**config.mk**
```make
export PLATFORM = sky130hd
export DESIGN_NAME = piw_ctrl
export DESIGN_NICKNAME = d
export VERILOG_FILES = /design/src/rtl/piw_pkg.sv /design/src/rtl/piw_ctrl.sv
export SDC_FILE = /design/constraint.sdc
export NUM_CORES = 1
export LEC_CHECK = 0
export ABC_AREA = 1
export BUFFER_PORTS_ARGS = -buffer_cell sky130_fd_sc_hd__buf_4
export CORE_UTILIZATION = 46
export DETAILED_ROUTE_END_ITERATION = 16
export GPL_TIMING_DRIVEN = 0
export HOLD_SLACK_MARGIN = 0.15
export PLACE_DENSITY = 0.74
export SETUP_SLACK_MARGIN = 0.15
export SLEW_MARGIN = 15
export SYNTH_ARGS = -nofsm -noshare
export SYNTH_HDL_FRONTEND = slang
export SYNTH_SLANG_ARGS = --single-unit
```
**constraint.sdc**
```tcl
create_clock -name sys_clk -period 1.6 [get_ports sys_clk]
set_input_delay 0.32 -clock sys_clk [delete_from_list [all_inputs] [get_ports sys_clk]]
set_output_delay 0.32 -clock sys_clk [all_outputs]
set_load 0.03 [all_outputs]
```
**src/rtl/piw_pkg.sv**
```systemverilog
// Shared constants and types of the pin interrupt and wake-up controller.
// Assumes registers sit at word index times four on a 32-bit APB bus.
package piw_pkg;
   // ****************************************************************
   // Register indices; byte address is four times the index.
   // ****************************************************************
   localparam logic [9:0] IDX_POWER_CTRL = 10'h087;
   localparam logic [9:0] IDX_TIMER_EXT  = 10'h088;
   localparam logic [9:0] IDX_AUX_FLAGS  = 10'h095;
   localparam logic [9:0] IDX_IRQ_EN0    = 10'h0a8;
   localparam logic [9:0] IDX_IRQ_EN1    = 10'h0a9;
   localparam logic [9:0] IDX_WAKE0      = 10'h0c5;
   localparam logic [9:0] IDX_WAKE1      = 10'h096;
   localparam logic [9:0] IDX_WAKE2      = 10'h0c6;
   localparam logic [9:0] IDX_WAKE3      = 10'h0c7;
   // ****************************************************************
   // Field positions, masks and reset values.
   // ****************************************************************
   localparam int POS_STOP_REQ   = 1;
   localparam int POS_SLEEP_REQ  = 0;
   localparam int POS_EXT1_FLAG  = 3;
   localparam int POS_EXT1_TRIG  = 2;
   localparam int POS_EXT0_FLAG  = 1;
   localparam int POS_EXT0_TRIG  = 0;
   localparam int POS_EXT2_FLAG  = 2;
   localparam int POS_PORT_FLAG  = 1;
   localparam int POS_GLOBAL_EN  = 7;
   localparam int POS_EXT1_EN    = 2;
   localparam int POS_EXT0_EN    = 0;
   localparam int POS_EXT2_EN    = 2;
   localparam int POS_PORT_EN    = 1;
   localparam logic [7:0] MASK_POWER_KEEP = 8'h8c;
   localparam logic [7:0] MASK_TIMER_KEEP = 8'hf0;
   localparam logic [7:0] MASK_EN0        = 8'hbf;
   localparam logic [7:0] MASK_EN1        = 8'hbf;
   localparam logic [7:0] RST_BYTE        = 8'h00;
   localparam logic [31:0] RST_WORD       = 32'h0000_0000;
   localparam int unsigned WARM_CYC_DEF   = 16;
   // ****************************************************************
   // Types.
   // ****************************************************************
   typedef struct packed {
      logic port;
      logic ext2;
      logic ext1;
      logic ext0;
   } piw_src_t;
   typedef enum logic [1:0] {MODE_RUN, MODE_IDLE, MODE_STOP, MODE_WARM}
      piw_mode_t;
endpackage : piw_pkg

```
**src/rtl/piw_ctrl.sv**
```systemverilog
// Pin interrupt capture, Idle and Stop mode control, APB register slave.
// Assumes the core acknowledges a vectored source with a one-cycle pulse
// and that the clock keeps running; Stop freezes pin edge sampling and withholds requests.
//
// Functional notes
// - pins 0,1 low level or falling edge
// - pin 1 edge sets flag regardless enable
// - pin 0 edge sets flag regardless enable
// - vectoring to service clears its flag
// - pin 2 falling edge only, flag
// - writing FBh clears pin 2 flag
// - masked port change sets port flag
// - writing FDh clears port flag
// - aux flag: 0 clears, 1 no effect
// - no Stop while enabled pin low
// - Idle wakes on enabled, globally enabled interrupt
// - core services first, then resumes after Idle
// - stop request bit enters Stop
// - sleep request bit enters Idle
// - pin enable alone gives Stop wake
// - port wake mask gives Stop wake
// - core resumes instruction before servicing after Stop
// - post-Stop service needs enables and sampled trigger
// - port change either direction raises request
// - port change unsampled; pin 0 after warm-up
// - global enable gates all, then individual enables
// - port enable gates service, not wake
// - four 8-bit wake masks, reset zero
//
// Implementation choice: register access over APB.
`timescale 1ns/1ps
`default_nettype none
module piw_ctrl
   import piw_pkg::*;
#(
   parameter int unsigned WARM_CYC = piw_pkg::WARM_CYC_DEF
) (
   input  wire  logic              sys_clk,
   input  wire  logic              resetn,
   input  wire  logic              psel,
   input  wire  logic              penable,
   input  wire  logic              pwrite,
   input  wire  logic [11:0]       paddr,
   input  wire  logic [31:0]       pwdata,
   output var   logic [31:0]       prdata,
   output var   logic              pready,
   output var   logic              pslverr,
   input  wire  logic [2:0]        extPin,
   input  wire  logic [31:0]       portPin,
   input  wire  piw_pkg::piw_src_t irqAck,
   output var   piw_pkg::piw_src_t irqReq,
   output var   logic              idleMode,
   output var   logic              stopMode
);
   import piw_pkg::*;

   // ****************************************************************
   // Pin synchronisers and edge detection.
   // ****************************************************************
   logic [2:0]  extMeta_q, extSync_q, extPrev_q;
   logic [31:0] portMeta_q, portSync_q, portPrev_q;
   piw_mode_t   mode_q;
   logic        sampleOn;
   logic [2:0]  extFall;
   logic [31:0] wakeMask;
   logic        portChg;

   // Pin edges are frozen during Stop and warm-up, so a pulse that ends
   // before the oscillator settles wakes the chip but is never serviced.
   assign sampleOn = (mode_q != MODE_STOP) && (mode_q != MODE_WARM);
   assign extFall  = extPrev_q & ~extSync_q & {3{sampleOn}};

   always_ff @(posedge sys_clk or negedge resetn) begin
      if (!resetn) begin
         extMeta_q  <= 3'h7;
         extSync_q  <= 3'h7;
         extPrev_q  <= 3'h7;
         portMeta_q <= RST_WORD;
         portSync_q <= RST_WORD;
         portPrev_q <= RST_WORD;
      end else begin
         extMeta_q  <= extPin;
         extSync_q  <= extMeta_q;
         portMeta_q <= portPin;
         portSync_q <= portMeta_q;
         portPrev_q <= portSync_q;
         if (sampleOn) begin
            extPrev_q <= extSync_q;
         end
      end
   end

   // Any direction of change on a masked pin counts.
   assign portChg = |((portSync_q ^ portPrev_q) & wakeMask);

   // ****************************************************************
   // APB slave: no wait states, answer registered at setup.
   // ****************************************************************
   logic [7:0] powerKeep_q, timerKeep_q, en0_q, en1_q;
   logic [7:0] wake_q [4];
   logic       ext0Flag_q, ext1Flag_q, ext2Flag_q, portFlag_q;
   logic       wrEn;
   logic [9:0] idx;
   logic [7:0] rdByte, wb;
   logic       hit;

   assign idx  = paddr[11:2];
   assign wb   = pwdata[7:0];
   assign wrEn = psel & penable & pready & pwrite;
   assign wakeMask = {wake_q[3], wake_q[2], wake_q[1], wake_q[0]};

   always_comb begin
      rdByte = RST_BYTE;
      hit    = 1'b1;
      case (idx)
         IDX_POWER_CTRL: begin
            rdByte = powerKeep_q;
            rdByte[POS_STOP_REQ]  = stopMode;
            rdByte[POS_SLEEP_REQ] = idleMode;
         end
         IDX_TIMER_EXT: begin
            rdByte = timerKeep_q;
            rdByte[POS_EXT1_FLAG] = ext1Flag_q;
            rdByte[POS_EXT0_FLAG] = ext0Flag_q;
         end
         IDX_AUX_FLAGS: begin
            rdByte[POS_EXT2_FLAG] = ext2Flag_q;
            rdByte[POS_PORT_FLAG] = portFlag_q;
         end
         IDX_IRQ_EN0: rdByte = en0_q;
         IDX_IRQ_EN1: rdByte = en1_q;
         IDX_WAKE0:   rdByte = wake_q[0];
         IDX_WAKE1:   rdByte = wake_q[1];
         IDX_WAKE2:   rdByte = wake_q[2];
         IDX_WAKE3:   rdByte = wake_q[3];
         default:     hit = 1'b0;
      endcase
   end

   always_ff @(posedge sys_clk or negedge resetn) begin
      if (!resetn) begin
         pready  <= 1'b0;
         pslverr <= 1'b0;
         prdata  <= RST_WORD;
      end else begin
         pready  <= psel & ~penable & ~pready;
         if (psel && !penable) begin
            pslverr <= ~hit;
            prdata  <= {24'h00_0000, rdByte};
         end
      end
   end

   // ****************************************************************
   // Plain control registers.
   // ****************************************************************
   always_ff @(posedge sys_clk or negedge resetn) begin
      if (!resetn) begin
         powerKeep_q <= RST_BYTE;
         timerKeep_q <= RST_BYTE;
         en0_q       <= RST_BYTE;
         en1_q       <= RST_BYTE;
         for (int i = 0; i < 4; i++) begin
            wake_q[i] <= RST_BYTE;
         end
      end else if (wrEn) begin
         case (idx)
            IDX_POWER_CTRL: powerKeep_q <= wb & MASK_POWER_KEEP;
            IDX_TIMER_EXT:  timerKeep_q <= wb & ~{4'h0,
               1'b1, 1'b0, 1'b1, 1'b0};
            IDX_IRQ_EN0:    en0_q <= wb & MASK_EN0;
            IDX_IRQ_EN1:    en1_q <= wb & MASK_EN1;
            IDX_WAKE0:      wake_q[0] <= wb;
            IDX_WAKE1:      wake_q[1] <= wb;
            IDX_WAKE2:      wake_q[2] <= wb;
            IDX_WAKE3:      wake_q[3] <= wb;
            default: begin
            end
         endcase
      end
   end

   // ****************************************************************
   // Request flags; a hardware set always beats any clear.
   // ****************************************************************
   logic trig0, trig1, wrTimer, wrAux, globalEn;
   assign trig0    = timerKeep_q[POS_EXT0_TRIG];
   assign trig1    = timerKeep_q[POS_EXT1_TRIG];
   assign wrTimer  = wrEn && (idx == IDX_TIMER_EXT);
   assign wrAux    = wrEn && (idx == IDX_AUX_FLAGS);
   assign globalEn = en0_q[POS_GLOBAL_EN];

   always_ff @(posedge sys_clk or negedge resetn) begin
      if (!resetn) begin
         ext0Flag_q <= 1'b0;
         ext1Flag_q <= 1'b0;
      end else begin
         if (!trig0) begin
            ext0Flag_q <= ~extSync_q[0] & sampleOn;
         end else if (extFall[0]) begin
            ext0Flag_q <= 1'b1;
         end else if (irqAck.ext0) begin
            ext0Flag_q <= 1'b0;
         end else if (wrTimer) begin
            ext0Flag_q <= wb[POS_EXT0_FLAG];
         end
         if (!trig1) begin
            ext1Flag_q <= ~extSync_q[1] & sampleOn;
         end else if (extFall[1]) begin
            ext1Flag_q <= 1'b1;
         end else if (irqAck.ext1) begin
            ext1Flag_q <= 1'b0;
         end else if (wrTimer) begin
            ext1Flag_q <= wb[POS_EXT1_FLAG];
         end
      end
   end

   // Writing 0 clears an aux flag and writing 1 leaves it, which gives
   // the FBh and FDh single-flag clears without a read-modify-write.
   always_ff @(posedge sys_clk or negedge resetn) begin
      if (!resetn) begin
         ext2Flag_q <= 1'b0;
         portFlag_q <= 1'b0;
      end else begin
         if (extFall[2]) begin
            ext2Flag_q <= 1'b1;
         end else if (irqAck.ext2 ||
                      (wrAux && !wb[POS_EXT2_FLAG])) begin
            ext2Flag_q <= 1'b0;
         end
         if (portChg) begin
            portFlag_q <= 1'b1;
         end else if (irqAck.port ||
                      (wrAux && !wb[POS_PORT_FLAG])) begin
            portFlag_q <= 1'b0;
         end
      end
   end

   // ****************************************************************
   // Interrupt gating and power modes.
   // ****************************************************************
   piw_src_t   srcEn, srcPend, srcLive;
   logic       extLowEn, stopWake;
   logic [$clog2(WARM_CYC+1)-1:0] warmCnt_q;

   assign srcEn = '{port: en1_q[POS_PORT_EN], ext2: en1_q[POS_EXT2_EN],
                    ext1: en0_q[POS_EXT1_EN], ext0: en0_q[POS_EXT0_EN]};
   assign srcPend = '{port: portFlag_q, ext2: ext2Flag_q,
                      ext1: ext1Flag_q, ext0: ext0Flag_q};
   assign srcLive = srcPend & srcEn & {4{globalEn}};
   assign extLowEn = |(~extSync_q &
                       {srcEn.ext2, srcEn.ext1, srcEn.ext0});
   // Port wake ignores the port interrupt enable.
   assign stopWake = extLowEn | portChg;

   always_ff @(posedge sys_clk or negedge resetn) begin
      if (!resetn) begin
         mode_q    <= MODE_RUN;
         warmCnt_q <= '0;
      end else begin
         case (mode_q)
            MODE_RUN: begin
               if (wrEn && idx == IDX_POWER_CTRL) begin
                  if (wb[POS_STOP_REQ] && !extLowEn) begin
                     mode_q <= MODE_STOP;
                  end else if (wb[POS_SLEEP_REQ]) begin
                     mode_q <= MODE_IDLE;
                  end
               end
            end
            MODE_IDLE: begin
               if (|srcLive) begin
                  mode_q <= MODE_RUN;
               end
            end
            MODE_STOP: begin
               if (stopWake) begin
                  mode_q    <= MODE_WARM;
                  warmCnt_q <= ($clog2(WARM_CYC+1))'(WARM_CYC);
               end
            end
            MODE_WARM: begin
               if (warmCnt_q <= 1) begin
                  mode_q <= MODE_RUN;
               end
               warmCnt_q <= warmCnt_q - 1'b1;
            end
            default: mode_q <= MODE_RUN;
         endcase
      end
   end

   // Requests are withheld in Stop and warm-up; the core then finishes
   // the instruction after the stop write before it vectors.
   always_ff @(posedge sys_clk or negedge resetn) begin
      if (!resetn) begin
         irqReq   <= '0;
         idleMode <= 1'b0;
         stopMode <= 1'b0;
      end else begin
         irqReq   <= sampleOn ? srcLive : '0;
         idleMode <= (mode_q == MODE_IDLE);
         stopMode <= (mode_q == MODE_STOP) || (mode_q == MODE_WARM);
      end
   end
endmodule : piw_ctrl
`default_nettype wire

```
==> impl_metrics.json, run 1 <==
{
  "status": "completed",
  "timing.rr.start": "portSync_q[12]",
  "cp.required_ps": 1970,
  "fin_crit_sh": 0.974,
  "wl_per_cell_um": 13.5,
  "cts_inserted_buffers": 17,
  "final_cells": 1217,
  "grt_first_pass_wirelength_um": 26400,
  "gp_congestion": 0.869,
  "grt_antenna_before_repair": 0,
  "rsz0062_at_grt": "yes",
  "peakVddDrop_uv": 1010,
  "fmax_ghz": 0.642,
  "place_inst": 1135,
  "die_height_um": 131,
  "yosys_warnings": 0,
  "yosysTopAreaCellShare": 0.583,
  "clk_pin_slew_ps": 70,
  "synth-edff-count": 0,
  "yosys.cell_count.top_type": "nand2_1",
  "port_buffers": 77,
  "fin_nets": 1078,
  "hold_viol_final": 0,
  "slowest_delay_ps": 400,
  "max_cap_violations": 0,
  "cts.path.max_buffers": 2,
  "finClkSkew_ps": 9.26,
  "synth_ff_type": "dfrtp_1",
  "htreeDepth": 4,
  "synth_seq_cells": 187,
  "tightestPinTransition_ps": 528,
  "clock_latency_ps": 430,
  "wirelength_um": 16400,
  "synth_area_um2": 7640,
  "grt_max_degree": 96,
  "cts_sinks": 187,
  "synth_common_cells": "234 x nand2_1, 178 x dfrtp_1, 101 x inv_1, 58 x nor2_1, 57 x nand3_1",
  "path_cells": "inv_1 > nand2_1 > nand3_1 > nand2_1 > nor2_4 > nand2_2 > nor2_4 > nand3_2 > nand2_4 > nand3_1 > nand2_1",
  "crit_start": "portSync_q[12]",
  "hpwlAfterDp_um": 11600,
  "gr-usage-met3": 0.0558,
  "postSynthAreaPerCell_um2": 9.34,
  "vias_per_cell": 4.77,
  "ff2ff_setup_slack_ps": 40,
  "drc": 0,
  "core-area_um2": 16100,
  "synthArstFlopShare": 1.00,
  "initial_core_util": 0.476,
  "busiest_layer": "met2",
  "rows": 46,
  "yosys-top-cells-area": "dfrtp_1 58%, nand2_1 11%, inv_1 5.0%",
  "slowest_stage": "dfrtp_1",
  "cts_tree": "built",
  "setup.worst_path.start_class": "flop",
  "setup_viol": 0,
  "ios": 128,
  "worstPathArrival_ps": 1920,
  "finalMaxSlewViolations": 0,
  "fin_crit_ps": 1560,
  "diodes": 0,
  "die-area_um2": 17100,
  "crit_type": "reg -> reg",
  "dr.first_iter.drc_count": 375,
  "dieWidth_um": 131,
  "hold_class": "in -> reg",
  "rr_endpoint": "warmCnt_q[1]",
  "ys_types": 38,
  "grt_use_met1": 0.288,
  "gr-usage-met2": 0.318,
  "vias": 5802,
  "grt_pass1_vias": 5375,
  "setup_tns_ps": 0,
  "yosysTopAreaCell": "dfrtp_1",
  "drive_above_1_share": 0.224,
  "syn_inst": 818,
  "r2r_cells": 11,
  "ys_seq_area_frac": 0.614,
  "critPathCapture": "warmCnt_q[1]",
  "critPathCaptureType": "flop",
  "power.density_nw_per_um2": 1100,
  "drt_pass1_iterations": 5,
  "slew_headroom": 0.648,
  "clockRootBuffer": "clkbuf_16",
  "area_growth_pct": 27.6,
  "crit_fanout": 5,
  "ant_nets": 0,
  "grt.total_usage": 0.209,
  "grt-ovfl-total": 0,
  "cpMostUsedCell": "nand2_1",
  "leakage_nw": 4.94
}
[power breakdown]
group / switching (mW) / internal (mW)
Sequential: 0.254 / 5.08
Clock: 1.86 / 2.02
Combinational: 0.860 / 0.605
[cell usage in the layout, fill, tap and decap left out, drive strengths merged, types with 3 or more instances in the layout]
cell type / Yosys / final
dlygate4sd3: 0 / 39
o22ai: 7 / 7
or2: 5 / 5
a21oi: 12 / 12
a31oi: 3 / 3
nor3: 7 / 7
buf: 30 / 119
nand3: 57 / 57
dfrtp: 178 / 178
nand4: 5 / 5
o21bai: 3 / 3
inv: 105 / 111
nor2: 70 / 70
dfstp: 9 / 9
o21ai: 70 / 70
clkbuf: 2 / 20
clkinv: 1 / 7
nand2: 243 / 243
conb: 1 / 24
[worst min-delay path by stage]
stage | cells after the start | end | startpoint | slack (ps)
after CTS | 3 | ext1Flag_q | pwdata[3] | 150
after floorplan | 0 | en0_q[0] | resetn | 20
final | 3 | ext1Flag_q | pwdata[3] | 170
after global routing | 3 | portFlag_q | irqAck[3] | 150
after global placement | 0 | portSync_q[25] | portMeta_q[25] | 330
after detailed placement | 0 | portSync_q[13] | portMeta_q[13] | 330
[metal layers]
layer | part of all wire | vias to the layer above
met5 | 0 | -
met4 | 0.016 | 0
met3 | 0.060 | 17
met2 | 0.47 | 175
met1 | 0.46 | 2738
li1 | - | 2872
[registers in the layout, summed over array words and instances (netlist names), 2 cells and up]
name         cells
portMeta_q      32
portPrev_q      32
portSync_q      32
wakeMask        32
prdata           8
en0_q            7
en1_q            7
timerKeep_q      6
warmCnt_q        5
irqReq           4
extMeta_q        3
extPrev_q        3
extSync_q        3
powerKeep_q      3
mode_q           2
[final cells by class]
class / instances / area [um^2]
buffer: 32 / 244
clock buffer: 18 / 429
clock inverter: 14 / 113
fill: 1335 / 6300
inverter: 106 / 400
multi-input combinational: 516 / 2500
sequential: 187 / 4690
tap: 216 / 270
timing repair buffer: 128 / 1110
[stage by stage]
step / setup WS (ps) / instance area [um^2] / hold WS (ps) / utilization / total power, mW
after floorplan: 188 / 7730 / 24.4 / - / 6.23
after global placement: -1100 / 8580 / 332 / 0.534 / 6.68
after detailed placement: -353 / 8610 / 335 / 0.536 / 6.75
after CTS: 75.5 / 9690 / 153 / 0.603 / 10.7
after global routing: -74.9 / 9750 / 154 / 0.607 / 11.2
final: 41.4 / 9750 / 165 / 0.607 / 10.7
[worst max-delay path, delay by kind of cell (launching register included)]
| family | cells | cell delay, ps |
|---|---|---|
| buf+inv | 1 | 60 |
| flops | 1 | 400 |
| simple gates | 10 | 1020 |
[timing repair]
action / CTS / global route
hold buffers: 39 / 0
setup buffers: 7 / 4
pin swaps: 12 / 11
gates resized for setup: 22 / 14
setup endpoints to repair: 34 / 161
endpoints found under the hold margin: 130 / 0
[logic make-up (layout without fill, tap and decap cells)]
kind of cell               after synthesis  after routing  share of synthesized area
and+or+nand+nor                        389            389                      0.222
buffers and inverters                  138            298                     0.0822
DFF                                    187            187                      0.614
AOI/OAI and AO/OA                      100            100                     0.0771
other                                    1             24                   0.000491
xor gates and xnor gates                 1              1                    0.00115
adders and majority gates                2              2                    0.00327
Power figures use the tool's default switching activity.
==> inputs of run 2 (changes only) <==
--- a/config.mk
+++ b/config.mk
@@ -12,6 +12,7 @@
 export GPL_TIMING_DRIVEN = 0
 export HOLD_SLACK_MARGIN = 0.15
 export PLACE_DENSITY = 0.74
+export RECOVER_POWER = 100
 export SETUP_SLACK_MARGIN = 0.15
 export SLEW_MARGIN = 15
 export SYNTH_ARGS = -nofsm -noshare
==> run 2 against run 1 <==
Combinational power down 3%. Final cell count did not move. Global-route usage did not move. Clock skew down 0.52 ps. Clock power about the same. Wire length is 0.16% higher. Non-clock buffer count stayed put. Critical path type unchanged. Critical endpoint is now mode_q[1].
==> impl_metrics.json, run 2 (synthesis gave the netlist of run 1 again) <==
{
  "worstPathArrival_ps": 1900,
  "wirelength_um": 16500,
  "cts.path.max_buffers": 2,
  "finalInstanceArea_um2": 9620,
  "hold-worst-slack_ps": 164,
  "area_growth_pct": 25.9,
  "die-area_um2": 17100,
  "finClkSkew_ps": 8.74,
  "grt_first_pass_wirelength_um": 26400,
  "peakVddDrop_uv": 1010,
  "setup_viol": 0,
  "setup.worst_path.start_class": "flop",
  "clk_pin_slew_ps": 70,
  "htreeDepth": 4,
  "dp_slack_ps": -353,
  "max_cap_violations": 0,
  "grt_max_degree": 96,
  "vias_per_cell": 4.76,
  "setup_tns_ps": 0,
  "diodes": 0,
  "slew_headroom": 0.577,
  "hold_viol_final": 0,
  "port_buffers": 77,
  "finalMaxSlewViolations": 0,
  "drc": 0,
  "hpwlAfterDp_um": 11600,
  "dieWidth_um": 131,
  "fin_crit_sh": 0.982,
  "critPathCaptureType": "flop",
  "fin_crit_ps": 1570,
  "grt_antenna_before_repair": 0,
  "cts_tree": "built",
  "fin_nets": 1078,
  "wl_per_cell_um": 13.5,
  "ios": 128,
  "rows": 46,
  "clockRootBuffer": "clkbuf_16",
  "hold_class": "in -> reg",
  "initial_core_util": 0.476,
  "gp_congestion": 0.869,
  "post_dp_cell_area_um2": 8610,
  "power.density_nw_per_um2": 1110,
  "cp.required_ps": 1930,
  "cts_sinks": 187,
  "final_cell_mix": "228 x nand2_1, 177 x dfrtp_1, 101 x inv_1",
  "grt.total_usage": 0.209,
  "clock_latency_ps": 430,
  "drive_above_1_share": 0.196,
  "crit_fanout": 5,
  "fin_total_pwr_mw": 10.6,
  "grt-ovfl-total": 0,
  "grt_pass1_vias": 5375,
  "fmax_ghz": 0.636,
  "leakage_nw": 4.84,
  "tightestPinTransition_ps": 633,
  "crit_type": "reg -> reg",
  "drt_pass1_iterations": 5,
  "dr.first_iter.drc_count": 359,
  "core-area_um2": 16100,
  "timing.final.ws_setup_ps": 28.8,
  "final_common_cell": "nand2_1",
  "cts_inserted_buffers": 17,
  "status": "completed",
  "die_height_um": 131,
  "rsz0062_at_grt": "yes",
  "vias": 5798,
  "ant_nets": 0
}
[run 2: cell count changes in the layout (fill, tap and decap cells not counted), moves of 2 or more]
cell      previous run  this run
o21ai_1             36        43
nor2_2               7         5
clkbuf_4             0        37
clkbuf_2             1         4
clkbuf_1             2        20
nor2_1              53        55
buf_4              109        53
o21ai_2             15         8
buf_6                5         3
[run 2: final timing paths]
path	cells past startpoint	endpoint	slack [ps]	from
setup / recovery	9	mode_q[1]	30	pready
hold / removal	3	ext1Flag_q	160	pwdata[3]
setup reg to reg	9	mode_q[1]	30	pready
hold reg to reg	0	portSync_q[16]	350	portMeta_q[16]
max in group asynchronous	3	pready	300	resetn
min in group asynchronous	2	portSync_q[19]	420	resetn
[run 2: metrics by stage]
step	utilization	cells
2_1_floorplan	-	841
3_3_place_gp	0.534	1134
3_5_place_dp	0.536	1135
4_1_cts	0.603	1213
5_1_grt	0.599	1217
6_report	0.599	1217
[run 2: final cells by class]
| type | count | area (um^2) |
|---|---|---|
| clock buffers | 18 | 429 |
| multi-input cells | 516 | 2460 |
| clock inverters | 14 | 113 |
| plain buffers | 32 | 235 |
| inverters | 106 | 398 |
| well taps | 216 | 270 |
| fillers | 1385 | 6440 |
| flip-flops and latches | 187 | 4690 |
| repair buffers | 128 | 1030 |
[run 2: power breakdown]
group	switching [mW]	internal [mW]	total (mW)
Clock	1.86	2.02	3.88
Sequential	0.253	5.08	5.34
Combinational	0.857	0.573	1.43
[run 2: what timing repair did]
action / CTS / global route
buffers inserted: 7 / 4
endpoints found under the setup margin: 34 / 161
resized for setup: 22 / 14
hold endpoints to repair: 130 / 0
pin swaps: 12 / 11
hold buffers: 39 / 0
[run 2: worst max-delay path, cell delays in order (launching register included)]
cell and delay [ps]:
dfrtp_2 370, nand4_1 70, clkbuf_2 160, inv_1 260, buf_4 190, nand3_2 80
nand2_2 90, nand2_2 50, o21ai_1 140, inv_1 50
[run 2: layer usage]
layer	vias up	GRT usage	share of wire
li1	2872	-	-
met1	2719	0.288	0.45
met2	186	0.318	0.46
met3	21	0.0558	0.067
met4	0	0.0744	0.018
met5	-	0	0
==> inputs of run 3 (changes only) <==
--- a/config.mk
+++ b/config.mk
@@ -7,12 +7,13 @@
 export LEC_CHECK = 0
 export ABC_AREA = 1
 export BUFFER_PORTS_ARGS = -buffer_cell sky130_fd_sc_hd__buf_4
-export CORE_UTILIZATION = 46
+export CORE_UTILIZATION = 35
 export DETAILED_ROUTE_END_ITERATION = 16
 export GPL_TIMING_DRIVEN = 0
 export HOLD_SLACK_MARGIN = 0.15
-export PLACE_DENSITY = 0.74
+export PLACE_DENSITY = 0.61
 export RECOVER_POWER = 100
+export REMOVE_ABC_BUFFERS = 1
 export SETUP_SLACK_MARGIN = 0.15
 export SLEW_MARGIN = 15
 export SYNTH_ARGS = -nofsm -noshare
==> run 3 against run 2 <==
Clock power grew 13%. Sequential cell count did not move. Fmax grew 4.1%. Clock-buffer cell count grew 3. Register-to-register slack gained 60 ps. Final area grew 1.4%. Clock skew rose by 1.8 ps. Combinational power is 3% lower. Non-clock buffer count shrank 34. Utilization is 14 points lower. Critical path type unchanged. Largest power group unchanged.
==> impl_metrics.json, run 3 (synthesis gave the netlist of run 1 again) <==
{
  "leakage_nw": 4.84,
  "slew_headroom": 0.141,
  "slowest_delay_ps": 370,
  "diodes": 0,
  "finClkSkew_ps": 10.5,
  "dr.first_iter.drc_count": 461,
  "final_cells": 1241,
  "peakVddDrop_uv": 685,
  "worstPathArrival_ps": 1870,
  "multi_input_area_um2": 2640,
  "path_cells": "or2_0 > nand2_1 > o21ai_1 > nor2_1 > nand2_1 > nor2_4 > nand3_2 > nand2_4 > nand3_1 > nand2_1",
  "dp_slack_ps": -376,
  "drc": 0,
  "finalInstanceArea_um2": 9760,
  "clockRootBuffer": "clkbuf_16",
  "clk_pin_slew_ps": 60,
  "status": "completed",
  "seq_area_um2": 4690,
  "setup_viol": 0,
  "gp_congestion": 0.902,
  "rsz0062_at_grt": "yes",
  "crit_fanout": 5,
  "fin_crit_sh": 0.943,
  "cpMostUsedCell": "nand2_1",
  "final_common_cell": "nand2_1",
  "cts_sinks": 187,
  "ant_nets": 0,
  "clock_latency_ps": 430,
  "fmax_ghz": 0.663,
  "final_cell_mix": "224 x nand2_1, 177 x dfrtp_1, 99 x inv_1",
  "crit_type": "reg -> reg",
  "initial_core_util": 0.360,
  "final_core_util": 0.460,
  "grt_first_pass_wirelength_um": 26800,
  "area_growth_pct": 27.7,
  "htreeDepth": 4,
  "post_dp_cell_area_um2": 8460,
  "die_height_um": 150,
  "wl_per_cell_um": 13.5,
  "finalMaxSlewViolations": 0,
  "core-area_um2": 21200,
  "fin_crit_ps": 1510,
  "busiest_layer": "met2",
  "cts_inserted_buffers": 17,
  "fin_nets": 1044,
  "cts.path.max_buffers": 2,
  "grt_use_met1": 0.217,
  "max_cap_violations": 0,
  "setup.worst_path.start_class": "flop",
  "n_fill_cell": 1984,
  "drt_pass1_iterations": 5,
  "setup_tns_ps": 0,
  "vias_per_cell": 4.59,
  "critPathTopFamily": "simple AND/OR/NAND/NOR gates",
  "drive_above_1_share": 0.219,
  "hpwlAfterDp_um": 11700,
  "grt_antenna_before_repair": 0,
  "gr-usage-met3": 0.0363,
  "port_buffers": 77,
  "grt_pass1_vias": 5229,
  "power.density_nw_per_um2": 1150,
  "slowest_stage": "dfrtp_1",
  "hold_class": "in -> async",
  "worst-path-buf-inv": 0,
  "place_inst": 1162,
  "tightestPinTransition_ps": 1290,
  "ios": 128,
  "hold_viol_final": 0,
  "postCtsHoldBufs": 38,
  "die-area_um2": 22400,
  "grt.total_usage": 0.159,
  "gr-usage-met2": 0.251,
  "grt-ovfl-total": 0,
  "critPathCaptureType": "flop",
  "dieWidth_um": 150,
  "rows": 53,
  "cts_tree": "built",
  "vias": 5690,
  "cp.required_ps": 1970,
  "timing.final.ws_setup_ps": 90.7,
  "wirelength_um": 16700,
  "grt_max_degree": 97
}
[run 3: cell types whose count changed in the layout (fill, tap and decap cells not counted), moves of 5 or more]
cell      previous run  this run
o21ai_2              8        18
o21ai_1             43        37
nor2_1              55        50
inv_6                6         0
clkbuf_1            20         3
[run 3: worst paths after layout]
path / startpoint / to / slack, ps / cells past startpoint
min in group sys_clk: irqAck[3] / portFlag_q / 180 / 3
max reg2reg: portPrev_q[21] / warmCnt_q[3] / 90 / 10
max: portPrev_q[21] / warmCnt_q[3] / 90 / 10
max in group asynchronous: resetn / extPrev_q[1] / 360 / 2
min: resetn / portMeta_q[19] / 180 / 1
min reg2reg: portMeta_q[29] / portSync_q[29] / 340 / 0
[run 3: area by class of cell]
cell class / instances / share of cell area
Clock inverter: 10 / 0.0172
Multi-Input combinational cell: 516 / 0.271
Inverter: 106 / 0.0410
Tap cell: 275 / 0.0353
Timing Repair Buffer: 126 / 0.109
Clock buffer: 21 / 0.0462
Sequential cell: 187 / 0.481
[run 3: power breakdown]
part | switching (mW) | total [mW] | internal, mW
clock | 1.75 | 4.40 | 2.65
sequential | 0.289 | 5.38 | 5.09
combinational | 0.842 | 1.39 | 0.553
total | 2.88 | 11.2 | 8.29
[run 3: through the flow]
step,hold WS (ps),power [mW]
6_report,178,11.2
5_1_grt,178,11.7
4_1_cts,-62.6,11.2
3_5_place_dp,335,6.70
3_3_place_gp,333,6.64
2_1_floorplan,24.4,6.17
[run 3: repair_timing]
action	4_1_cts	5_1_grt
gates cloned	0	0
hold endpoints to repair	133	95
pin swaps	6	12
gates resized for setup	20	45
endpoints found under the setup margin	55	51
buffers inserted	3	7
[run 3: metal layers]
metal  vias to the layer above  routed length, um
met2                       128               7940
met3                        11                798
met4                         0                155
li1                       2804                  -
met5                         -                  0
met1                      2747               7840
